`src/rtl/ctb_pkg.sv`:
```
package ctb_pkg;
   // Special function register addresses
   localparam logic [7:0] ADDR_TCON     = 8'h88;
   localparam logic [7:0] ADDR_TIMER_ZERO_ONE_MODE     = 8'h89;
   localparam logic [7:0] ADDR_TL0      = 8'h8a;
   localparam logic [7:0] ADDR_TL1      = 8'h8b;
   localparam logic [7:0] ADDR_TH0      = 8'h8c;
   localparam logic [7:0] ADDR_TH1      = 8'h8d;
   localparam logic [7:0] ADDR_CLOCK_CONTROL_REG    = 8'h8e;
   localparam logic [7:0] ADDR_T3CTL    = 8'h91;
   localparam logic [7:0] ADDR_T3RLL    = 8'h92;
   localparam logic [7:0] ADDR_T3RLH    = 8'h93;
   localparam logic [7:0] ADDR_T3L      = 8'h94;
   localparam logic [7:0] ADDR_T3H      = 8'h95;

   localparam logic [7:0] REG_RESET     = 8'h00;
   localparam logic [7:0] TCON_MASK     = 8'hf3;
   localparam logic [7:0] CLOCK_CONTROL_REG_MASK    = 8'hcc;

   // Timer run/flag and irq pin polarity bit positions
   localparam int TF1_BIT  = 7;
   localparam int TR1_BIT  = 6;
   localparam int TF0_BIT  = 5;
   localparam int TR0_BIT  = 4;
   localparam int POL1_BIT = 1;
   localparam int POL0_BIT = 0;
   // Clock control bit positions
   localparam int T3_HIGH_CLOCK_SELECT_BIT = 7;
   localparam int T3_LOW_CLOCK_SELECT_BIT = 6;
   localparam int T1CK_BIT = 3;
   localparam int T0CK_BIT = 2;

   // Timing: system clock / 12 and external clock / 8
   localparam logic [3:0] PRESCALE_LAST = 4'hb;
   localparam logic [2:0] EXT_DIV_LAST  = 3'h7;

   localparam logic [1:0] MODE_13BIT  = 2'h0;
   localparam logic [1:0] MODE_16BIT  = 2'h1;
   localparam logic [1:0] MODE_RELOAD = 2'h2;
   localparam logic [1:0] MODE_SPLIT  = 2'h3;

   localparam int SYNC_T0   = 0;
   localparam int SYNC_T1   = 1;
   localparam int SYNC_EXT  = 2;
   localparam int SYNC_LFO  = 3;
   localparam int SYNC_IRQ0 = 4;
   localparam int SYNC_IRQ1 = 5;
   localparam int SYNC_N    = 6;

   typedef struct packed {
      logic       gate;
      logic       counter_select;
      logic [1:0] mode;
   } ctb_tmode_type;

   typedef struct packed {
      ctb_tmode_type t1;
      ctb_tmode_type t0;
   } ctb_timer_zero_one_mode_type;

   typedef struct packed {
      logic high_flag;
      logic low_flag;
      logic low_irq_en;
      logic capture_en;
      logic split;
      logic run;
      logic capture_src;
      logic ext_clk;
   } ctb_t3ctl_type;
endpackage

```
`src/rtl/ctb_counter_timer.sv`:
```
`timescale 1ns/1ps
`default_nettype none

module ctb_edge_sync (
   input  wire logic mclk_i,
   input  wire logic rst_n_i,
   input  wire logic pin_i,
   output logic      level_o,
   output logic      fall_o
);
   logic [2:0] stage, next_stage;
   always_comb begin
      next_stage = {stage[1:0], pin_i};
   end
   always_ff @(posedge mclk_i) begin
      if (!rst_n_i) begin
         stage <= '0;
      end else begin
         stage <= next_stage;
      end
   end
   // First stage feeds only the second
   assign level_o = stage[1];
   assign fall_o  = stage[2] & ~stage[1];
endmodule
module ctb_counter_timer
   import ctb_pkg::*;
(
   input  wire logic       mclk_i,
   input  wire logic       rst_n_i,
   input  wire logic [7:0] sfr_addr_i,
   input  wire logic       sfr_wr_i,
   input  wire logic [7:0] sfr_wdata_i,
   input  wire logic       sfr_rd_i,
   output logic      [7:0] sfr_rdata_o,
   input  wire logic       ext_irq_zero_pin_i,
   input  wire logic       ext_irq_one_pin_i,
   input  wire logic       t0_ext_pin_i,
   input  wire logic       t1_ext_pin_i,
   input  wire logic       ext_clk_i,
   input  wire logic       low_freq_oscillator_i,
   input  wire logic       t3_irq_enable_i,
   output logic            t0_irq_o,
   output logic            t1_irq_o,
   output logic            t3_irq_o,
   output logic            t1_overflow_o
);
   logic [SYNC_N-1:0] pins, lvl, fall;
   logic [7:0]    tcon, clock_control_reg, tl0, th0, tl1, th1;
   logic [7:0]    next_tcon, next_clock_control_reg, next_tl0, next_th0, next_tl1, next_th1;
   ctb_timer_zero_one_mode_type  timer_zero_one_mode, next_timer_zero_one_mode;
   ctb_t3ctl_type t3ctl, next_t3ctl;
   logic [7:0]    t3l, t3h, t3rll, t3rlh;
   logic [7:0]    next_t3l, next_t3h, next_t3rll, next_t3rlh;
   logic [3:0]    pre_cnt, next_pre_cnt;
   logic [2:0]    ext_cnt, next_ext_cnt;
   logic [7:0]    rdata, next_rdata;
   logic          t1_ovf, next_t1_ovf;
   logic          set_h, set_l;
   assign pins = {ext_irq_one_pin_i, ext_irq_zero_pin_i,
                  low_freq_oscillator_i, ext_clk_i,
                  t1_ext_pin_i, t0_ext_pin_i};
   generate
      for (genvar g = 0; g < SYNC_N; g++) begin : g_sync
         ctb_edge_sync u_sync (
            .mclk_i  (mclk_i),
            .rst_n_i (rst_n_i),
            .pin_i   (pins[g]),
            .level_o (lvl[g]),
            .fall_o  (fall[g])
         );
      end
   endgenerate
   // One count step: {carry, high, low}
   function automatic logic [16:0] step(input logic [1:0] mode,
                                        input logic [7:0] hi,
                                        input logic [7:0] lo);
      logic [8:0]  low9;
      logic [13:0] cnt14;
      low9  = {1'b0, lo} + 9'h001;
      cnt14 = {1'b0, hi, lo[4:0]} + 14'h0001;
      case (mode)
         MODE_13BIT:  step = {cnt14[13], cnt14[12:5], lo[7:5], cnt14[4:0]};
         MODE_RELOAD: step = {low9[8], hi, low9[8] ? hi : low9[7:0]};
         MODE_SPLIT:  step = {low9[8], hi, low9[7:0]};
         default:     step = {1'b0, hi, lo} + 17'h00001;
      endcase
   endfunction
   logic        wr_tcon, wr_timer_zero_one_mode, wr_tl0, wr_th0, wr_tl1, wr_th1, wr_clock_control_reg;
   logic        wr_t3ctl, wr_t3rll, wr_t3rlh, wr_t3l, wr_t3h;
   assign wr_tcon  = sfr_wr_i && (sfr_addr_i == ADDR_TCON);
   assign wr_timer_zero_one_mode  = sfr_wr_i && (sfr_addr_i == ADDR_TIMER_ZERO_ONE_MODE);
   assign wr_tl0   = sfr_wr_i && (sfr_addr_i == ADDR_TL0);
   assign wr_th0   = sfr_wr_i && (sfr_addr_i == ADDR_TH0);
   assign wr_tl1   = sfr_wr_i && (sfr_addr_i == ADDR_TL1);
   assign wr_th1   = sfr_wr_i && (sfr_addr_i == ADDR_TH1);
   assign wr_clock_control_reg = sfr_wr_i && (sfr_addr_i == ADDR_CLOCK_CONTROL_REG);
   assign wr_t3ctl = sfr_wr_i && (sfr_addr_i == ADDR_T3CTL);
   assign wr_t3rll = sfr_wr_i && (sfr_addr_i == ADDR_T3RLL);
   assign wr_t3rlh = sfr_wr_i && (sfr_addr_i == ADDR_T3RLH);
   assign wr_t3l   = sfr_wr_i && (sfr_addr_i == ADDR_T3L);
   assign wr_t3h   = sfr_wr_i && (sfr_addr_i == ADDR_T3H);
   logic pre_tick, ext8_tick, split0;
   logic irq0_act, irq1_act, t0_run, t1_run, t0h_run;
   logic t0_tick, t1_tick, t0_clk, t1_clk;
   logic [16:0] r0, r1;
   logic [8:0]  th0_sum;
   assign pre_tick  = (pre_cnt == PRESCALE_LAST);
   assign ext8_tick = fall[SYNC_EXT] && (ext_cnt == EXT_DIV_LAST);
   assign split0    = (timer_zero_one_mode.t0.mode == MODE_SPLIT);
   assign irq0_act  = (lvl[SYNC_IRQ0] == tcon[POL0_BIT]);
   assign irq1_act  = (lvl[SYNC_IRQ1] == tcon[POL1_BIT]);
   assign t0_clk    = clock_control_reg[T0CK_BIT] | pre_tick;
   assign t1_clk    = clock_control_reg[T1CK_BIT] | pre_tick;
   assign t0_tick = timer_zero_one_mode.t0.counter_select ? fall[SYNC_T0] : t0_clk;
   assign t0_run  = tcon[TR0_BIT] && (!timer_zero_one_mode.t0.gate || irq0_act)
                    && t0_tick;
   // External pin ignored while timer zero is split
   assign t1_tick = (timer_zero_one_mode.t1.counter_select && !split0) ?
                    fall[SYNC_T1] : t1_clk;
   // Split: run follows the mode field alone
   assign t1_run  = (timer_zero_one_mode.t1.mode != MODE_SPLIT) && t1_tick &&
                    (split0 || (tcon[TR1_BIT] &&
                                (!timer_zero_one_mode.t1.gate || irq1_act)));
   assign t0h_run = split0 && tcon[TR1_BIT] && t0_clk;
   assign r0      = step(timer_zero_one_mode.t0.mode, th0, tl0);
   assign r1      = step(timer_zero_one_mode.t1.mode, th1, tl1);
   assign th0_sum = {1'b0, th0} + 9'h001;
   always_comb begin
      next_tcon    = tcon;
      next_timer_zero_one_mode    = timer_zero_one_mode;
      next_clock_control_reg   = clock_control_reg;
      next_tl0     = tl0;
      next_th0     = th0;
      next_tl1     = tl1;
      next_th1     = th1;
      next_pre_cnt = pre_tick ? '0 : pre_cnt + 4'h1;
      next_ext_cnt = fall[SYNC_EXT] ? ext_cnt + 3'h1 : ext_cnt;
      next_t1_ovf  = t1_run && r1[16];
      if (t0_run) begin
         next_th0 = r0[15:8];
         next_tl0 = r0[7:0];
      end
      if (t0h_run) begin
         next_th0 = th0_sum[7:0];
      end
      if (t1_run) begin
         next_th1 = r1[15:8];
         next_tl1 = r1[7:0];
      end
      if (wr_tcon) next_tcon = sfr_wdata_i & TCON_MASK;
      if (wr_timer_zero_one_mode) next_timer_zero_one_mode = ctb_timer_zero_one_mode_type'(sfr_wdata_i);
      if (wr_clock_control_reg) next_clock_control_reg = sfr_wdata_i & CLOCK_CONTROL_REG_MASK;
      if (wr_tl0) next_tl0 = sfr_wdata_i;
      if (wr_th0) next_th0 = sfr_wdata_i;
      if (wr_tl1) next_tl1 = sfr_wdata_i;
      if (wr_th1) next_th1 = sfr_wdata_i;
      // Hardware set beats a software clear
      if (t0_run && r0[16]) next_tcon[TF0_BIT] = 1'b1;
      if (split0 ? (t0h_run && th0_sum[8]) : (t1_run && r1[16])) begin
         next_tcon[TF1_BIT] = 1'b1;
      end
   end
   always_ff @(posedge mclk_i) begin
      if (!rst_n_i) begin
         tcon    <= REG_RESET;
         timer_zero_one_mode    <= ctb_timer_zero_one_mode_type'(REG_RESET);
         clock_control_reg   <= REG_RESET;
         tl0     <= REG_RESET;
         th0     <= REG_RESET;
         tl1     <= REG_RESET;
         th1     <= REG_RESET;
         pre_cnt <= '0;
         ext_cnt <= '0;
         t1_ovf  <= 1'b0;
      end else begin
         tcon    <= next_tcon;
         timer_zero_one_mode    <= next_timer_zero_one_mode;
         clock_control_reg   <= next_clock_control_reg;
         tl0     <= next_tl0;
         th0     <= next_th0;
         tl1     <= next_tl1;
         th1     <= next_th1;
         pre_cnt <= next_pre_cnt;
         ext_cnt <= next_ext_cnt;
         t1_ovf  <= next_t1_ovf;
      end
   end
   logic        t3_lo_tick, t3_hi_tick, capture;
   logic [8:0]  lo3_sum, hi3_sum;
   logic [16:0] w3_sum;
   assign t3_lo_tick = clock_control_reg[T3_LOW_CLOCK_SELECT_BIT] ? 1'b1 :
                       (t3ctl.ext_clk ? ext8_tick : pre_tick);
   assign t3_hi_tick = clock_control_reg[T3_HIGH_CLOCK_SELECT_BIT] ? 1'b1 :
                       (t3ctl.ext_clk ? ext8_tick : pre_tick);
   assign capture = fall[SYNC_LFO] && t3ctl.capture_en && !t3ctl.split;
   assign lo3_sum = {1'b0, t3l} + 9'h001;
   assign hi3_sum = {1'b0, t3h} + 9'h001;
   assign w3_sum  = {1'b0, t3h, t3l} + 17'h00001;
   always_comb begin
      next_t3ctl = t3ctl;
      next_t3l   = t3l;
      next_t3h   = t3h;
      next_t3rll = t3rll;
      next_t3rlh = t3rlh;
      set_h      = 1'b0;
      set_l      = 1'b0;
      if (t3ctl.capture_en && !t3ctl.split) begin
         // Free 16-bit wrap, no reload
         if (t3ctl.run && t3_lo_tick) begin
            {next_t3h, next_t3l} = w3_sum[15:0];
            set_h = w3_sum[16];
         end
      end else if (t3ctl.split) begin
         // Low half ignores run
         if (t3_lo_tick) begin
            next_t3l = lo3_sum[8] ? t3rll : lo3_sum[7:0];
            set_l    = lo3_sum[8];
         end
         if (t3ctl.run && t3_hi_tick) begin
            next_t3h = hi3_sum[8] ? t3rlh : hi3_sum[7:0];
            set_h    = hi3_sum[8];
         end
      end else if (t3ctl.run && t3_lo_tick) begin
         {next_t3h, next_t3l} = w3_sum[16] ? {t3rlh, t3rll} : w3_sum[15:0];
         set_h = w3_sum[16];
      end
      if (wr_t3ctl) next_t3ctl = ctb_t3ctl_type'(sfr_wdata_i);
      if (wr_t3l) next_t3l = sfr_wdata_i;
      if (wr_t3h) next_t3h = sfr_wdata_i;
      if (wr_t3rll) next_t3rll = sfr_wdata_i;
      if (wr_t3rlh) next_t3rlh = sfr_wdata_i;
      // Capture beats a same-cycle reload write
      if (capture) begin
         next_t3rlh = t3h;
         next_t3rll = t3l;
         set_l      = 1'b1;
      end
      // Hardware sets the flags here; a software write above can also set them
      if (set_h) next_t3ctl.high_flag = 1'b1;
      if (set_l) next_t3ctl.low_flag = 1'b1;
      if (next_t3ctl.capture_en) next_t3ctl.capture_src = 1'b1;
   end
   always_comb begin
      case (sfr_addr_i)
         ADDR_TCON:  next_rdata = tcon;
         ADDR_TIMER_ZERO_ONE_MODE:  next_rdata = timer_zero_one_mode;
         ADDR_TL0:   next_rdata = tl0;
         ADDR_TH0:   next_rdata = th0;
         ADDR_TL1:   next_rdata = tl1;
         ADDR_TH1:   next_rdata = th1;
         ADDR_CLOCK_CONTROL_REG: next_rdata = clock_control_reg;
         ADDR_T3CTL: next_rdata = t3ctl;
         ADDR_T3RLL: next_rdata = t3rll;
         ADDR_T3RLH: next_rdata = t3rlh;
         ADDR_T3L:   next_rdata = t3l;
         ADDR_T3H:   next_rdata = t3h;
         default:    next_rdata = REG_RESET;
      endcase
      if (!sfr_rd_i) next_rdata = rdata;
   end
   always_ff @(posedge mclk_i) begin
      if (!rst_n_i) begin
         t3ctl <= ctb_t3ctl_type'(REG_RESET);
         t3l   <= REG_RESET;
         t3h   <= REG_RESET;
         t3rll <= REG_RESET;
         t3rlh <= REG_RESET;
         rdata <= REG_RESET;
      end else begin
         t3ctl <= next_t3ctl;
         t3l   <= next_t3l;
         t3h   <= next_t3h;
         t3rll <= next_t3rll;
         t3rlh <= next_t3rlh;
         rdata <= next_rdata;
      end
   end
   assign sfr_rdata_o   = rdata;
   assign t1_overflow_o = t1_ovf;
   assign t0_irq_o      = tcon[TF0_BIT];
   assign t1_irq_o      = tcon[TF1_BIT];
   // Capture requests regardless of low enable
   assign t3_irq_o = t3_irq_enable_i && (t3ctl.high_flag ||
                     ((t3ctl.low_irq_en || t3ctl.capture_en)
                      && t3ctl.low_flag));
endmodule
`default_nettype wire

```
`config.mk`:
```
export PLATFORM = sky130hd
export DESIGN_NAME = ctb_counter_timer
export DESIGN_NICKNAME = d
export VERILOG_FILES = /design/src/rtl/ctb_pkg.sv /design/src/rtl/ctb_counter_timer.sv
export SDC_FILE = /design/constraint.sdc
export NUM_CORES = 1
export LEC_CHECK = 0
export BUFFER_PORTS_ARGS = -buffer_cell sky130_fd_sc_hd__buf_2
export CORE_MARGIN = 1
export CORE_UTILIZATION = 50
export CTS_CLUSTER_SIZE = 40
export DETAILED_ROUTE_END_ITERATION = 6
export PLACE_DENSITY_LB_ADDON = 0.15
export SYNTH_ARGS = -nofsm -noshare
export SYNTH_HDL_FRONTEND = slang
export SYNTH_SLANG_ARGS = --single-unit
```
`constraint.sdc`:
```
create_clock -name mclk_i -period 2.9 [get_ports mclk_i]
set_clock_uncertainty 0.1 [all_clocks]
set_input_delay 0.58 -clock mclk_i [delete_from_list [all_inputs] [get_ports mclk_i]]
set_output_delay 0.58 -clock mclk_i [all_outputs]
set_load 0.02 [all_outputs]
```
==> summary.txt, run 1 <==
Outcome
  – Outcome: complete, but fails checks
  – Violations in the final reports: design-rule violations

Floorplan
  – Die Y: 125 um
  – Floorplan die area: 15600 um2
  – Boundary pin count: 39
  – Starting Density: 51.7%
  – Placement Rows: 44
  – Core area: 14600 um2
  – Width of the die: 125 um

Synth
  – Number of different library cells in the post-synthesis netlist: 85
  – Cell area after synthesis: 7570 um2
  – Async SR Flop Fraction: 0%
  – Synth Area per Inst: 7.93 um2
  – Synthesized net count: 989
  – Most instantiated cells after synthesis: 122 x sky130_fd_sc_hd__dfxtp_1, 86 x sky130_fd_sc_hd__nor2_1, 85 x sky130_fd_sc_hd__nand2_1
  – Cell count after synthesis: 954
  – Post-synthesis register bit count: 122
  – Library cell occupying the most area in the post-synthesis netlist: sky130_fd_sc_hd__dfxtp_1
  – Sequential fraction of the synthesis area: 32.3%
  – Commonest register cell after synthesis: sky130_fd_sc_hd__dfxtp_1
  – Syn. warnings: 0
  – Cell with the most instances after synthesis: sky130_fd_sc_hd__dfxtp_1
  – Dominant cells by area after synthesis: sky130_fd_sc_hd__dfxtp_1 32%, sky130_fd_sc_hd__mux2i_1 8.2%, sky130_fd_sc_hd__nor2_1 4.3%
  – Number of synthesized flops with an enable pin: 0
  – Fraction of post-synthesis cell area in the top cell type by area: 32.3%

Place
  – Area post-placement: 7900 um2
  – Detail Placement HPWL: 17.5 mm
  – Inst Count DP: 1126
  – Count of buffers inserted at the top-level ports: 38
  – Final GP Congestion: 0.964
  – Setup Slack @ Placement: 294 ps

Timing
  – Setup repair after global routing missed its margin: false
  – Final Critical Period: 2400 ps
  – Fmax: 0.417 GHz
  – Summed negative setup slack over all endpoints: 0 ps
  – Final Hold Fails: 0
  – Max transition margin: 53.3%
  – Max Transition Viols Final: 0
  – Fin worst setup slack: 500 ps
  – Share of the clock period used by the worst path: 82.8%
  – Minimum hold slack: 256 ps
  – Actual transition at the worst max-transition pin: 701 ps
  – Final setup violation count: 0

Pwr
  – Power density over the cells: 479 nW/um2
  – Sequential share of power: 42.1%
  – Lkg Pwr: 0.00305 uW
  – Switching portion of total power: 25.2%
  – Portion of total power attributed to combinational logic: 5.5%
  – Sw power: 1020 uW
  – Part of the power in the clock network: 52.5%
  – Peak supply drop: 0.000477 V
  – Internal power: 3040 uW

Clock network
  – Number of sinks driven by the clock tree: 122
  – TritonCTS clock tree: done
  – Post-CTS Repair Setup Buffers: 0
  – Clock slew at the register clock pins of the worst setup and hold paths: 60 ps
  – Clock Root Buffer: sky130_fd_sc_hd__clkbuf_16
  – # resized after CTS: 0
  – Hold buffer count at CTS: 0
  – Clock latency on the worst-skew pair: 430 ps
  – Number of H-tree levels: 4
  – Number of buffers on the longest clock path: 2
  – Num CTS Buffers: 17

Route
  – Number of detailed-route iterations in the first pass: 7
  – Final WL: 25.1 mm
  – Via density per instance: 6.57
  – DRC viols: 12
  – Post-detailed-route count of antenna-violating nets: 0
  – Violation count after the first detailed-routing iteration: 1183
  – Average detailed-routed wire length per instance: 21.7 um
  – Via count: 7612

Global route
  – Pin count of the biggest net entering global routing: 66
  – First-pass GRT wire length: 38.2 mm
  – Total global-route track usage: 31.8%
  – Vias in the first global route: 6596
  – Overflow left after global routing: 0
  – Initial antenna violation count: 0

Final layout
  – Count of placed standard cells in the final layout, fillers left out: 1158
  – Antenna diode instance count: 0
  – Proportion of layout cells with a drive suffix above 1: 14.4%
  – Register ranked first by flip-flop count: g_sync.u_sync.stage
  – Area growth, synth to finish: 12.1%
  – Net count of the finished layout: 996
  – Final standard cell area without fillers: 8490 um2
  – Number of flip-flops under the largest register name: 16

Hold path
  – Class of the most critical hold timing path: primary input to register

Run
  – Max-cap check violation count: 0

Setup path
  – Required time reported for the critical path endpoint: 3090 ps
  – Sort of element at the start of the critical path: register
  – Type of element capturing the critical path: register
  – Worst Path Class, Setup: register to register
  – Critical path data arrival time: 2590 ps
  – Maximum fanout along the worst path: 8
## stage by stage
stage	utilization, %	power [uW]
final	58.0	4070
after global routing	58.0	4190
after CTS	58.0	4090
after detailed placement	53.9	1960
after global placement	53.9	1960
after floorplan	-	1870
## cell type report
cell class	count	area, um2
clock buffers	17	425
clock inverters	15	166
fillers	1376	6160
inverters	15	56.3
multi-input cells	737	4740
flip-flops and latches	122	2440
well taps	184	230
repair buffers	68	428
## power by group through the flow
| stage | Combinational, uW | Sequential, uW | Clock [uW] |
|---|---|---|---|
| 2_1_floorplan | 130 | 1740 | 0 |
| 3_3_place_gp | 214 | 1750 | 0 |
| 3_5_place_dp | 214 | 1750 | 0 |
| 4_1_cts | 215 | 1710 | 2160 |
| 5_1_grt | 233 | 1710 | 2240 |
| 6_report | 222 | 1710 | 2130 |
## layer usage
metal	global-route usage [%]	routed length [um]	part of all wire, %
met1	45.6	11200	45
met2	45.6	10400	41
met3	8.17	2860	11
met4	11.2	649	2.6
met5	0	0	0
## logic make-up (layout without fill, tap and decap cells)
family / count (synthesis) / count (layout) / share of synthesized area [%]
AND/OR/NAND/NOR: 342 / 342 / 23.1
XOR/XNOR: 24 / 24 / 2.78
flip-flops: 122 / 122 / 32.3
AO/OA/AOI/OAI: 291 / 291 / 25.6
adder cells (fa/ha/maj): 8 / 8 / 1.32
multiplexers: 72 / 72 / 9.83
buffers and inverters: 95 / 115 / 5.12
## worst max-delay path: stages, from the launching register on
cell	delay [ps]
sky130_fd_sc_hd__dfxtp_1	360
sky130_fd_sc_hd__ha_1	280
sky130_fd_sc_hd__nand3_1	240
sky130_fd_sc_hd__nor3_1	350
sky130_fd_sc_hd__o21a_1	360
sky130_fd_sc_hd__mux2_2	380
sky130_fd_sc_hd__nor2_1	100
sky130_fd_sc_hd__o32ai_1	90
## placed cells by master (no fill, tap or decap), types with 29 or more instances in the layout
cell,synthesis,final
sky130_fd_sc_hd__buf_4,0,29
sky130_fd_sc_hd__a211oi_1,30,30
sky130_fd_sc_hd__mux2i_1,62,62
sky130_fd_sc_hd__o21ai_0,58,58
sky130_fd_sc_hd__nand2_1,85,85
sky130_fd_sc_hd__nor2_1,86,86
sky130_fd_sc_hd__nand3_1,40,40
sky130_fd_sc_hd__a21oi_1,64,64
sky130_fd_sc_hd__dfxtp_1,122,122
sky130_fd_sc_hd__buf_2,18,38
## final timing paths
path                                                start                        end  slack, ps  depth (start not counted)
worst min-delay path                   ext_irq_zero_pin_i  g_sync[4].u_sync.stage[0]        260                          2
worst max register to register                     t3h[0]                     t3l[3]        500                          7
worst max-delay path                               t3h[0]                     t3l[3]        500                          7
worst min register to register  g_sync[1].u_sync.stage[0]  g_sync[1].u_sync.stage[1]        330                          1
No activity file was read; power rests on OpenSTA's default activity.
==> inputs of run 2 (changes only) <==
ABC_AREA = 1   (was default)
clock period = 2.1 ns   (was 2.9 ns; I/O delays follow)
==> run 2 against run 1 <==
The flow now finishes without violations; die area increased by 9.3%; sequential power increased by 37%; first-iteration DRC count decreased by 1.2%; power increased by 38%; synthesized cell count increased by 43%; sequential share of layout area decreased by 3.6 points; largest power group unchanged.
==> summary.txt, run 2 <==
Pwr
  – Part of the power in the clock network: 53.0%
  – Lkg Pwr: 0.00423 uW
  – Switching portion of total power: 25.6%
  – Power density over the cells: 579 nW/um2
  – Final Total Pwr: 5620 uW
  – Peak supply drop: 0.000763 V
  – Internal power: 4180 uW
  – Portion of total power attributed to combinational logic: 5.2%
  – Sw power: 1440 uW
  – Sequential share of power: 41.8%

Setup path
  – Origin of the critical flop-to-flop path: tl0[1]
  – Top delay family on crit path: simple AND/OR/NAND/NOR gates
  – First element of the critical path: tl0[1]
  – Depth of the worst register-to-register path: 13
  – Sort of element at the start of the critical path: register
  – Most used cell along the critical path: sky130_fd_sc_hd__nand2_1
  – Required time reported for the critical path endpoint: 2320 ps
  – Worst Path Class, Setup: register to register
  – Type of element capturing the critical path: register
  – Worst path bufs/invs: 1
  – CP max stage delay: 420 ps
  – Maximum fanout along the worst path: 5
  – Worst path cell trace: ha_1 > nand2_2 > nor2_2 > buf_4 > nand2_2 > nand2_1 > o21ai_1 > nand2_1 > nand2_1 > nand2_1 > nor2_1 > nor2_1 > nor2_1
  – Critical path data arrival time: 2210 ps
  – Stages on the worst setup path: 13
  – Slowest-stage cell, CP: sky130_fd_sc_hd__dfxtp_1

Floorplan
  – Placement Rows: 46
  – Boundary pin count: 39
  – Starting Density: 51.6%
  – Die Y: 131 um
  – Width of the die: 131 um
  – Floorplan die area: 17100 um2
  – Core area: 16100 um2

Clock network
  – Post-CTS Repair Setup Buffers: 0
  – Clock Root Buffer: sky130_fd_sc_hd__clkbuf_16
  – Number of H-tree levels: 4
  – Number of buffers on the longest clock path: 2
  – Num CTS Buffers: 17
  – Number of sinks driven by the clock tree: 122
  – Clock latency on the worst-skew pair: 430 ps
  – Clock slew at the register clock pins of the worst setup and hold paths: 60 ps
  – TritonCTS clock tree: done

Place
  – Detail Placement HPWL: 21.2 mm
  – Count of buffers inserted at the top-level ports: 38
  – Final GP Congestion: 0.993
  – Setup Slack @ Placement: 83.4 ps

Route
  – Violation count after the first detailed-routing iteration: 1169
  – DRC viols: 0
  – Average detailed-routed wire length per instance: 16.8 um
  – Via density per instance: 5.61
  – Number of detailed-route iterations in the first pass: 5
  – Post-detailed-route count of antenna-violating nets: 0
  – Final WL: 28.2 mm
  – Via count: 9415

Timing
  – Setup repair after global routing missed its margin: false
  – Minimum hold slack: 68.6 ps
  – Final setup violation count: 0
  – Share of the clock period used by the worst path: 94.4%
  – Summed negative setup slack over all endpoints: 0 ps
  – Fin worst setup slack: 117 ps
  – Max transition margin: 60.3%
  – Fmax: 0.504 GHz
  – Final Critical Period: 1980 ps
  – Max Transition Viols Final: 0
  – Actual transition at the worst max-transition pin: 596 ps
  – Final Hold Fails: 0

Outcome
  – Outcome: complete, no violations

Hold path
  – Class of the most critical hold timing path: primary input to register
  – Count of cells along the worst hold path: 3
  – Hold_sp: t0_ext_pin_i

Global route
  – Overflow left after global routing: 0
  – Vias in the first global route: 8346
  – Initial antenna violation count: 0
  – First-pass GRT wire length: 44.1 mm
  – Total global-route track usage: 34.3%
  – Pin count of the biggest net entering global routing: 56

Synth
  – Cell count after synthesis: 1360
  – Async SR Flop Fraction: 0%
  – Post-synthesis register bit count: 122
  – Most instantiated cells after synthesis: 336 x sky130_fd_sc_hd__nand2_1, 174 x sky130_fd_sc_hd__nor2_1, 157 x sky130_fd_sc_hd__nand3_1
  – Cell area after synthesis: 8280 um2
  – Syn. warnings: 0
  – Library cell occupying the most area in the post-synthesis netlist: sky130_fd_sc_hd__dfxtp_1
  – Synth Area per Inst: 6.09 um2
  – Number of different library cells in the post-synthesis netlist: 43
  – Dominant cells by area after synthesis: sky130_fd_sc_hd__dfxtp_1 29%, sky130_fd_sc_hd__nand2_1 15%, sky130_fd_sc_hd__nand3_1 9.5%
  – Number of synthesized flops with an enable pin: 0
  – Cell with the most instances after synthesis: sky130_fd_sc_hd__nand2_1
  – Commonest register cell after synthesis: sky130_fd_sc_hd__dfxtp_1
  – Sequential fraction of the synthesis area: 29.5%
  – Fraction of post-synthesis cell area in the top cell type by area: 29.5%
  – Synthesized net count: 1395

Final layout
  – Most frequent cells in the layout: 336 x sky130_fd_sc_hd__nand2_1, 174 x sky130_fd_sc_hd__nor2_1, 154 x sky130_fd_sc_hd__nand3_1
  – Most common library cell in the layout ignoring fill and taps: sky130_fd_sc_hd__nand2_1
  – Number of flip-flops under the largest register name: 16
  – Register ranked first by flip-flop count: g_sync.u_sync.stage
  – Area growth, synth to finish: 17.2%
  – Antenna diode instance count: 0
  – Proportion of layout cells with a drive suffix above 1: 14.6%
  – Net count of the finished layout: 1483

Run
  – Max-cap check violation count: 0
==> run 2: cell count changes in the layout (fill, tap and decap cells not counted), moves of 55 or more <==
cell | previous run | this run
sky130_fd_sc_hd__nand2_1 | 85 | 336
sky130_fd_sc_hd__nor2_1 | 86 | 174
sky130_fd_sc_hd__nand3_1 | 40 | 154
sky130_fd_sc_hd__inv_1 | 14 | 140
sky130_fd_sc_hd__o21ai_0 | 58 | 113
sky130_fd_sc_hd__mux2i_1 | 62 | 0
==> run 2: power by group through the flow <==
| stage | sequential, uW | clock, uW | combinational [uW] |
|---|---|---|---|
| final | 2350 | 2980 | 295 |
| after global routing | 2350 | 3110 | 318 |
| after CTS | 2350 | 2990 | 286 |
| after detailed placement | 2400 | 0 | 285 |
| after global placement | 2400 | 0 | 282 |
| after floorplan | 2400 | 0 | 150 |
==> run 2: kinds of logic after synthesis <==
| group | count (synthesis) | synth area share [%] |
|---|---|---|
| DFF | 122 | 29.5 |
| xor gates and xnor gates | 21 | 2.22 |
| buffers and inverters | 193 | 9.32 |
| and+or+nand+nor | 759 | 41.4 |
| AOI/OAI and AO/OA | 257 | 16.4 |
| adders and majority gates | 8 | 1.21 |
==> run 2: layer usage <==
| metal | vias to the layer above | GRT usage, % | routed length [um] |
|---|---|---|---|
| met2 | 419 | 54.1 | 12400 |
| li1 | 4648 | - | - |
| met5 | - | 0 | 0 |
| met1 | 4257 | 45.5 | 12100 |
| met3 | 91 | 7.08 | 2460 |
| met4 | 0 | 14.4 | 1180 |
==> run 2: layout make-up <==
class,instances,area (um2)
flip-flops and latches,122,2440
multi-input cells,1045,5090
well taps,216,270
repair buffers,106,726
inverters,156,586
clock inverters,15,166
fillers,1621,6350
clock buffers,17,425
==> run 2: worst min-delay path, stage by stage <==
cell,delay (ps)
sky130_fd_sc_hd__buf_2,70
sky130_fd_sc_hd__nand2_1,40
sky130_fd_sc_hd__inv_1,40
==> run 2: final timing paths <==
kind                                    end  slack, ps
setup reg to reg                     th0[6]        120
hold reg to reg   g_sync[1].u_sync.stage[1]        310
setup / recovery                     th0[6]        120
hold / removal    g_sync[0].u_sync.stage[0]         70
==> run 2: repair_timing <==
action                     4_1_cts  5_1_grt
hold buffers                     0        0
setup endpoints to repair        0       17
resized for setup                0        7
==> run 2: metrics by stage <==
stage	area, um2	cells	utilization, %
finish	9710	1677	60.4
global route	9710	1677	60.4
CTS	9690	1677	60.3
detailed placement	9090	1645	56.6
global placement	9090	1645	56.6
floorplan	8280	1360	-
